File: config.mk
export PLATFORM = sky130hd
export DESIGN_NAME = icr_top
export DESIGN_NICKNAME = d
export VERILOG_FILES = /design/src/verilog/icr_pkg.sv /design/src/verilog/icr_top.sv /design/src/verilog/icr_edge_det.sv
export SDC_FILE = /design/constraint.sdc
export NUM_CORES = 1
export LEC_CHECK = 0
export BUFFER_PORTS_ARGS = -buffer_cell sky130_fd_sc_hd__buf_2
export CORE_ASPECT_RATIO = 0.6
export CORE_MARGIN = 10
export CORE_UTILIZATION = 51
export DETAILED_ROUTE_END_ITERATION = 8
export GPL_TIMING_DRIVEN = 0
export PLACE_DENSITY = 0.83
export SLEW_MARGIN = 20
export SYNTH_ARGS = -nofsm -noshare
export SYNTH_HDL_FRONTEND = slang
export SYNTH_SLANG_ARGS = --single-unit
File: constraint.sdc
create_clock -name ref_clk_in -period 1.65 [get_ports ref_clk_in]
set_clock_uncertainty 0.15 [all_clocks]
set_input_delay 0.2475 -clock ref_clk_in [delete_from_list [all_inputs] [get_ports ref_clk_in]]
set_output_delay 0.2475 -clock ref_clk_in [all_outputs]
set_load 0.02 [all_outputs]
File: src/verilog/icr_pkg.sv
// package for the interrupt control two register block
package icr_pkg;
  localparam int unsigned ICR_ADDR_W = 4;
  localparam int unsigned ICR_DATA_W = 16;
  localparam int unsigned ICR_NUM_EXT = 5;
  // register offsets (word index)
  localparam logic [3:0] ICR_OFS_CTRL2 = 4'h0;
  localparam logic [3:0] ICR_OFS_STATUS = 4'h1;
  localparam logic [3:0] ICR_OFS_MASK = 4'h2;
  // field positions of interrupt_control_two
  localparam int unsigned ICR_ALTVT_BIT = 15;
  localparam int unsigned ICR_TIMED_IRQ_DISABLE_ACTIVE_BIT = 14;
  localparam int unsigned ICR_EP_LSB = 0;
  localparam logic [15:0] ICR_CTRL2_WMASK = 16'h801f;
  // reset values
  localparam logic [15:0] ICR_CTRL2_RST = 16'h0000;
  localparam logic [4:0] ICR_STATUS_RST = 5'h00;
  localparam logic [4:0] ICR_MASK_RST = 5'h00;
  localparam logic [15:0] ICR_ZERO = 16'h0000;

  typedef struct packed {
    logic [3:0] addr;
    logic [15:0] wdata;
    logic wr;
    logic rd;
  } icr_bus_s;

  typedef struct packed {
    logic alt_vector_select;
    logic [4:0] edge_polarity;
  } icr_cfg_s;
endpackage : icr_pkg

File: src/verilog/icr_top.sv
// interrupt control two register with edge select and event status
//
// Contract
// - vector select one picks alternate table
// - disable status bit read-only, shows timed disable
// - bit 4 sets ext irq4 edge
// - bit 3 sets ext irq3 edge
// - bits 2..0 set ext irq2..0 edges
// - bits 13..5 read zero, writes ignored
`timescale 1ns/10ps
module icr_top (
  input wire logic ref_clk_in,
  input wire logic rst_b_in,
  input wire logic [icr_pkg::ICR_ADDR_W-1:0] addr_in,
  input wire logic [icr_pkg::ICR_DATA_W-1:0] wdata_in,
  input wire logic wr_in,
  input wire logic rd_in,
  output logic [icr_pkg::ICR_DATA_W-1:0] rdata_out,
  input wire logic timed_irq_disable_active_in,
  input wire logic [icr_pkg::ICR_NUM_EXT-1:0] ext_irq_in,
  output logic alternate_vector_select_out,
  output logic [icr_pkg::ICR_NUM_EXT-1:0] ext_irq_edge_out,
  output logic irq_out
);
  import icr_pkg::*;

  // ****************************************
  // registers
  // ****************************************
  icr_bus_s bus;
  icr_cfg_s cfg_q;
  logic [15:0] rdata_q;
  logic [15:0] rdata_d;
  logic [4:0] status_q;
  logic [4:0] mask_q;
  logic [4:0] edge_hit;
  logic [15:0] ctrl2_view;
  logic ctrl_wr;
  logic [15:0] ctrl_wdata;

  assign bus = '{addr: addr_in, wdata: wdata_in, wr: wr_in, rd: rd_in};
  assign ctrl_wr = bus.wr && (bus.addr == ICR_OFS_CTRL2);
  assign ctrl_wdata = bus.wdata & ICR_CTRL2_WMASK;

  always_ff @(posedge ref_clk_in or negedge rst_b_in) begin
    if (!rst_b_in) begin
      cfg_q.alt_vector_select <= ICR_CTRL2_RST[ICR_ALTVT_BIT];
      cfg_q.edge_polarity <= ICR_CTRL2_RST[ICR_EP_LSB +: 5];
    end else if (ctrl_wr) begin
      cfg_q.alt_vector_select <= ctrl_wdata[ICR_ALTVT_BIT];
      cfg_q.edge_polarity <= ctrl_wdata[ICR_EP_LSB +: 5];
    end
  end

  // disable status is a live view, never stored from writes
  always_comb begin
    ctrl2_view = ICR_CTRL2_RST;
    ctrl2_view[ICR_ALTVT_BIT] = cfg_q.alt_vector_select;
    ctrl2_view[ICR_TIMED_IRQ_DISABLE_ACTIVE_BIT] = timed_irq_disable_active_in;
    ctrl2_view[ICR_EP_LSB +: 5] = cfg_q.edge_polarity;
  end

  // ****************************************
  // edge detectors
  // ****************************************
  genvar gi;
  generate
    for (gi = 0; gi < 5; gi++) begin : g_ext
      icr_edge_det u_det (
        .ref_clk_in(ref_clk_in),
        .rst_b_in(rst_b_in),
        .pin_in(ext_irq_in[gi]),
        .falling_sel_in(cfg_q.edge_polarity[gi]),
        .edge_out(edge_hit[gi])
      );
    end
  endgenerate

  assign ext_irq_edge_out = edge_hit;
  assign alternate_vector_select_out = cfg_q.alt_vector_select;

  // ****************************************
  // status and mask
  // ****************************************
  always_ff @(posedge ref_clk_in or negedge rst_b_in) begin
    if (!rst_b_in) begin
      status_q <= ICR_STATUS_RST;
    end else begin
      // set wins over write-one-to-clear
      if (bus.wr && (bus.addr == ICR_OFS_STATUS)) begin
        status_q <= (status_q & ~bus.wdata[4:0]) | edge_hit;
      end else begin
        status_q <= status_q | edge_hit;
      end
    end
  end

  always_ff @(posedge ref_clk_in or negedge rst_b_in) begin
    if (!rst_b_in) begin
      mask_q <= ICR_MASK_RST;
    end else if (bus.wr && (bus.addr == ICR_OFS_MASK)) begin
      mask_q <= bus.wdata[4:0];
    end
  end

  assign irq_out = |(status_q & mask_q);

  // ****************************************
  // read port
  // ****************************************
  always_comb begin
    rdata_d = ICR_ZERO;
    case (bus.addr)
      ICR_OFS_CTRL2: rdata_d = ctrl2_view;
      ICR_OFS_STATUS: rdata_d = {11'h000, status_q};
      ICR_OFS_MASK: rdata_d = {11'h000, mask_q};
      default: rdata_d = ICR_ZERO;
    endcase
  end

  always_ff @(posedge ref_clk_in or negedge rst_b_in) begin
    if (!rst_b_in) begin
      rdata_q <= ICR_ZERO;
    end else if (bus.rd) begin
      rdata_q <= rdata_d;
    end else begin
      rdata_q <= ICR_ZERO;
    end
  end

  // zero outside the read slot
  assign rdata_out = rdata_q;

  // ****************************************
  // checks: register port
  // ****************************************
  alt_vec_write_a: assert property (@(posedge ref_clk_in) disable iff (!rst_b_in)
    ctrl_wr |=> alternate_vector_select_out == $past(wdata_in[15]))
    else $error("alternate vector select not taken from write");

  ctrl_hold_a: assert property (@(posedge ref_clk_in) disable iff (!rst_b_in)
    !ctrl_wr |=> $stable(cfg_q))
    else $error("control bits changed without a write");

  timed_irq_disable_active_readback_a: assert property (@(posedge ref_clk_in) disable iff (!rst_b_in)
    (rd_in && addr_in == ICR_OFS_CTRL2) |=> rdata_out[14] == $past(timed_irq_disable_active_in))
    else $error("disable status readback wrong");

  timed_irq_disable_active_no_store_a: assert property (@(posedge ref_clk_in) disable iff (!rst_b_in)
    (rd_in && addr_in == ICR_OFS_CTRL2 && !timed_irq_disable_active_in) |=> !rdata_out[14])
    else $error("disable status stored from write");

  unimpl_zero_a: assert property (@(posedge ref_clk_in) disable iff (!rst_b_in)
    $past(rd_in && addr_in == ICR_OFS_CTRL2) |-> rdata_out[13:5] == 9'h000)
    else $error("unimplemented bits not zero");

  unmapped_read_a: assert property (@(posedge ref_clk_in) disable iff (!rst_b_in)
    $past(rd_in && addr_in > ICR_OFS_MASK) |-> rdata_out == ICR_ZERO)
    else $error("unmapped index read not zero");

  read_idle_a: assert property (@(posedge ref_clk_in) disable iff (!rst_b_in)
    !rd_in |=> rdata_out == 16'h0000)
    else $error("read data outside read slot");

  // ****************************************
  // checks: edge select
  // ****************************************
  irq4_fall_a: assert property (@(posedge ref_clk_in) disable iff (!rst_b_in)
    (cfg_q.edge_polarity[4] && $fell(ext_irq_in[4])) |-> ext_irq_edge_out[4])
    else $error("irq4 falling edge missed");

  irq3_rise_a: assert property (@(posedge ref_clk_in) disable iff (!rst_b_in)
    (!cfg_q.edge_polarity[3] && $rose(ext_irq_in[3])) |-> ext_irq_edge_out[3])
    else $error("irq3 rising edge missed");

  irq0_wrong_edge_a: assert property (@(posedge ref_clk_in) disable iff (!rst_b_in)
    (!cfg_q.edge_polarity[0] && $fell(ext_irq_in[0])) |-> !ext_irq_edge_out[0])
    else $error("irq0 fired on wrong edge");

  // pin history is low for one cycle after reset, so skip that cycle
  genvar gc;
  generate
    for (gc = 0; gc < 5; gc++) begin : g_edge_chk
      edge_sel_a: assert property (@(posedge ref_clk_in) disable iff (!rst_b_in)
        $past(rst_b_in) |-> ext_irq_edge_out[gc] ==
          (cfg_q.edge_polarity[gc] ? $fell(ext_irq_in[gc]) : $rose(ext_irq_in[gc])))
        else $error("edge output disagrees with polarity");
    end
  endgenerate

  // ****************************************
  // checks: status and interrupt
  // ****************************************
  status_sticky_a: assert property (@(posedge ref_clk_in) disable iff (!rst_b_in)
    |edge_hit |=> (status_q & $past(edge_hit)) == $past(edge_hit))
    else $error("event not recorded in status");

  status_clear_a: assert property (@(posedge ref_clk_in) disable iff (!rst_b_in)
    (wr_in && addr_in == ICR_OFS_STATUS && edge_hit == 5'h00) |=>
      (status_q & $past(wdata_in[4:0])) == 5'h00)
    else $error("status bit not cleared by write of one");

  mask_write_a: assert property (@(posedge ref_clk_in) disable iff (!rst_b_in)
    (wr_in && addr_in == ICR_OFS_MASK) |=> mask_q == $past(wdata_in[4:0]))
    else $error("mask not taken from write");

  irq_follow_a: assert property (@(posedge ref_clk_in) disable iff (!rst_b_in)
    ((|(edge_hit & mask_q)) && !wr_in) |=> irq_out)
    else $error("unmasked event did not raise the interrupt");

  // ****************************************
  // checks: reset
  // ****************************************
  reset_clear_a: assert property (@(posedge ref_clk_in)
    !rst_b_in |=> !alternate_vector_select_out && cfg_q.edge_polarity == 5'h00 &&
      rdata_out == ICR_ZERO && !irq_out)
    else $error("outputs not cleared by reset");
endmodule : icr_top

File: src/verilog/icr_edge_det.sv
// one external interrupt edge detector with selectable polarity
`timescale 1ns/10ps
module icr_edge_det (
  input wire logic ref_clk_in,
  input wire logic rst_b_in,
  input wire logic pin_in,
  input wire logic falling_sel_in,
  output logic edge_out
);
  import icr_pkg::*;
  logic pin_q;

  always_ff @(posedge ref_clk_in or negedge rst_b_in) begin
    if (!rst_b_in) begin
      pin_q <= 1'b0;
    end else begin
      pin_q <= pin_in;
    end
  end

  // one selects falling, zero rising
  assign edge_out = falling_sel_in ? (pin_q & ~pin_in) : (~pin_q & pin_in);
endmodule : icr_edge_det

==> flow_metrics.env <==
export IMPL_ys_seq_area_share_pct=51.80
export IMPL_die_area_um2=5180
export IMPL_dr_pass1_iters=4
export IMPL_syn_avg_cell_area_um2=11.46
export IMPL_ioPinCount=53
export IMPL_row_count=14
export IMPL_synthCells=118
export IMPL_reg2reg_from="cfg_q[2]"
export IMPL_grt_pass1_vias=1130
export IMPL_cts_clk_slew_worst_paths_ns=0.09
export IMPL_hp_class="in -> reg"
export IMPL_syn2layout_area_growth_pct=31.91
export IMPL_place_congestion=0.7684
export IMPL_avgViaCountPerCell=5.114
export IMPL_num_antenna_cells=0
export IMPL_met1_length_um=1477
export IMPL_status="complete, but fails checks"
export IMPL_antenna_found_initial=0
export IMPL_worstPathArrival_ns=1.37
export IMPL_ant_nets=0
export IMPL_fin_setup_tns_ns=-0.1209
export IMPL_die_h_um=59.89
export IMPL_path_max_fanout=3
export IMPL_hp_start="ext_irq_in[2]"
export IMPL_async_flop_share_pct=100.0
export IMPL_fillers=196
export IMPL_hpwl_um=2458
export IMPL_synth_top_area_share_pct=51.80
export IMPL_coreArea_um2=2522
export IMPL_critPathKind="reg -> out"
export IMPL_maxUsedRoutingLayer="met4"
export IMPL_met3_length_um=348
export IMPL_report_final_slew_viol_count=0
export IMPL_grt_pass1_wl_um=5299
export IMPL_clk_latency_ns=0.27
export IMPL_synthFlopType="dfrtp_1"
export IMPL_hold_viol_final=0
export IMPL_whs_ns=0.01924
export IMPL_placed_area_um2=1588
export IMPL_setup_viol=1
export IMPL_fmax_mhz=564.7
export IMPL_wl_um=3411
export IMPL_vias=1028
export IMPL_cp_end_kind="primary output"
export IMPL_max_vdd_ir_drop_uv=577.6
export IMPL_ys_ff_latch=28
export IMPL_nNetsFinal=200
export IMPL_max_slew_margin_rel_pct=57.68
export IMPL_drc_errors=0
export IMPL_yosys_warnings=0
export IMPL_cts_buffers=3
export IMPL_cts_tree="done"
export IMPL_dpl_cell_count=191
export IMPL_cts_max_level=1
export IMPL_leakage_nw=0.8795
export IMPL_drive_gt1_share_pct=48.52
export IMPL_drt_iter0_markers=57
export IMPL_synth_edff_count=0
export IMPL_yosys_top_cells_area="dfrtp_1, buf_4, mux2_4"
export IMPL_period_share_pct=107.3
export IMPL_cts_buffer_depth=2
export IMPL_fin_crit_ns=1.771
export IMPL_final_area_um2=1784
export IMPL_dieWidth_um=86.49
export IMPL_synthesis_area_um2=1353
export IMPL_rsz0062_at_grt="true"
export IMPL_finalWorstSetupSlack_ns=-0.1209
export IMPL_grt_max_degree=29
export IMPL_required_ns=1.25
export IMPL_yosys_area_top_type="dfrtp_1"
export IMPL_route_detailed_wl_per_inst_um=16.97
export IMPL_start_util_pct=53.62
export IMPL_tightestPinTransition_ns=0.6349
export IMPL_portBuffers=33
export IMPL_p_per_area_nw_per_um2=960.8
export IMPL_clock_root_buffer="clkbuf_8"
export IMPL_grt_overflow_total=0
export IMPL_cts_sinks=28
export IMPL_worstSetupStartpoint="mask_q[3]"
export IMPL_stdcell_count=201
export IMPL_maxCapViolations=0
export IMPL_start_kind="register"
export IMPL_violations="negative setup slack"
export IMPL_wl_met2_um=1523
export IMPL_track_usage_pct=13.11
export IMPL_synth_cell_types=25
final cells by class:
cell class	count	area (µm²)	area share [%]
tap	32	40.04	2.244
multi-input combinational	81	625.6	35.06
clock buffer	4	55.05	3.086
timing repair buffer	41	250.2	14.03
buffer	15	110.1	6.171
sequential	28	703.2	39.41
through the flow:
stage | util (%) | total power, W | setup WS [ns]
2_1_floorplan | - | 0.001098 | -0.01871
3_3_place_gp | 62.95 | 0.001202 | -0.2014
3_5_place_dp | 62.95 | 0.001226 | -0.2162
4_1_cts | 68.65 | 0.001673 | -0.09139
5_1_grt | 70.73 | 0.001797 | -0.2391
6_report | 70.73 | 0.001714 | -0.1209
synthesized netlist by cell type, drive strengths merged (2+ instances only):
| cell | instances |
|---|---|
| nand2b | 10 |
| nor4b | 2 |
| mux2 | 11 |
| nand2 | 12 |
| o21ai | 5 |
| nand3b | 5 |
| buf | 16 |
| or2 | 5 |
| dfrtp | 28 |
| mux2i | 5 |
| o22ai | 4 |
| a21oi | 5 |
state kept, by name, summed over array words and instances, names as in the netlist:
| register | flops |
|---|---|
| rdata_out | 7 |
| alternate_vector_select_out | 1 |
| g_ext.u_det.pin_q | 5 |
| status_q | 5 |
| mask_q | 5 |
| cfg_q | 5 |
routing by layer:
| layer | vias up | track usage [%] |
|---|---|---|
| li1 | 485 | - |
| met1 | 493 | 13.98 |
| met2 | 44 | 22.43 |
| met3 | 6 | 6.920 |
| met4 | 0 | 3.678 |
| met5 | - | 0 |
cell families (layout without fill, tap and decap cells):
kind of cell,after synthesis,in the layout,share of synthesized area [%]
and+or+nand+nor,39,39,16.74
AOI/OAI and AO/OA,17,17,7.400
buffers and inverters,17,60,9.250
muxes,16,16,14.52
DFF,28,28,51.80
other,1,9,0.2773
worst max-delay path, cell delays in order, from the launching register on:
cell and delay, ns:
dfrtp_1 0.41, a222oi_1 0.43, nand2_1 0.10, buf_4 0.17
report_power, final:
group          total (W)  internal (W)  switching [W]
Clock           0.000421      0.000214       0.000207
Combinational   0.000446      0.000241       0.000205
Sequential      0.000847      0.000768      0.0000792
cells in the final DEF, fill, tap and decap left out, types with 2 or more instances in the layout:
| cell | Yosys | routed |
|---|---|---|
| buf_2 | 1 | 29 |
| dfrtp_1 | 28 | 26 |
| buf_4 | 14 | 20 |
| nand2_1 | 12 | 11 |
| conb_1 | 1 | 9 |
| nand2b_1 | 10 | 7 |
| mux2_4 | 6 | 6 |
| nand3b_1 | 5 | 5 |
| mux2i_1 | 5 | 5 |
| or2_2 | 5 | 5 |
| a21oi_1 | 5 | 5 |
| mux2_2 | 5 | 5 |
| dlygate4sd3_1 | 0 | 5 |
| o21ai_0 | 5 | 4 |
| clkbuf_8 | 0 | 4 |
| nand2b_4 | 0 | 3 |
| o22ai_2 | 0 | 2 |
| o22ai_4 | 0 | 2 |
| nor4b_1 | 2 | 2 |
| dfrtp_2 | 0 | 2 |
worst paths after layout:
path                       slack [ns]                           to  depth (start not counted)
min reg2reg                      0.40  alternate_vector_select_out                          1
min                              0.02         g_ext[2].u_det.pin_q                          1
max reg2reg                      0.46                  status_q[2]                          4
max in group asynchronous        0.52                     cfg_q[2]                          2
min in group asynchronous        0.38                  status_q[4]                          2
max                             -0.12                      irq_out                          3
what timing repair did:
action	CTS	global route
pin swaps	2	5
hold endpoints to repair	32	0
endpoints found under the setup margin	6	6
buffers inserted	1	2
gates resized for setup	7	13
hold buffers	5	0
Note: power is estimated with default switching activity, not from simulation.
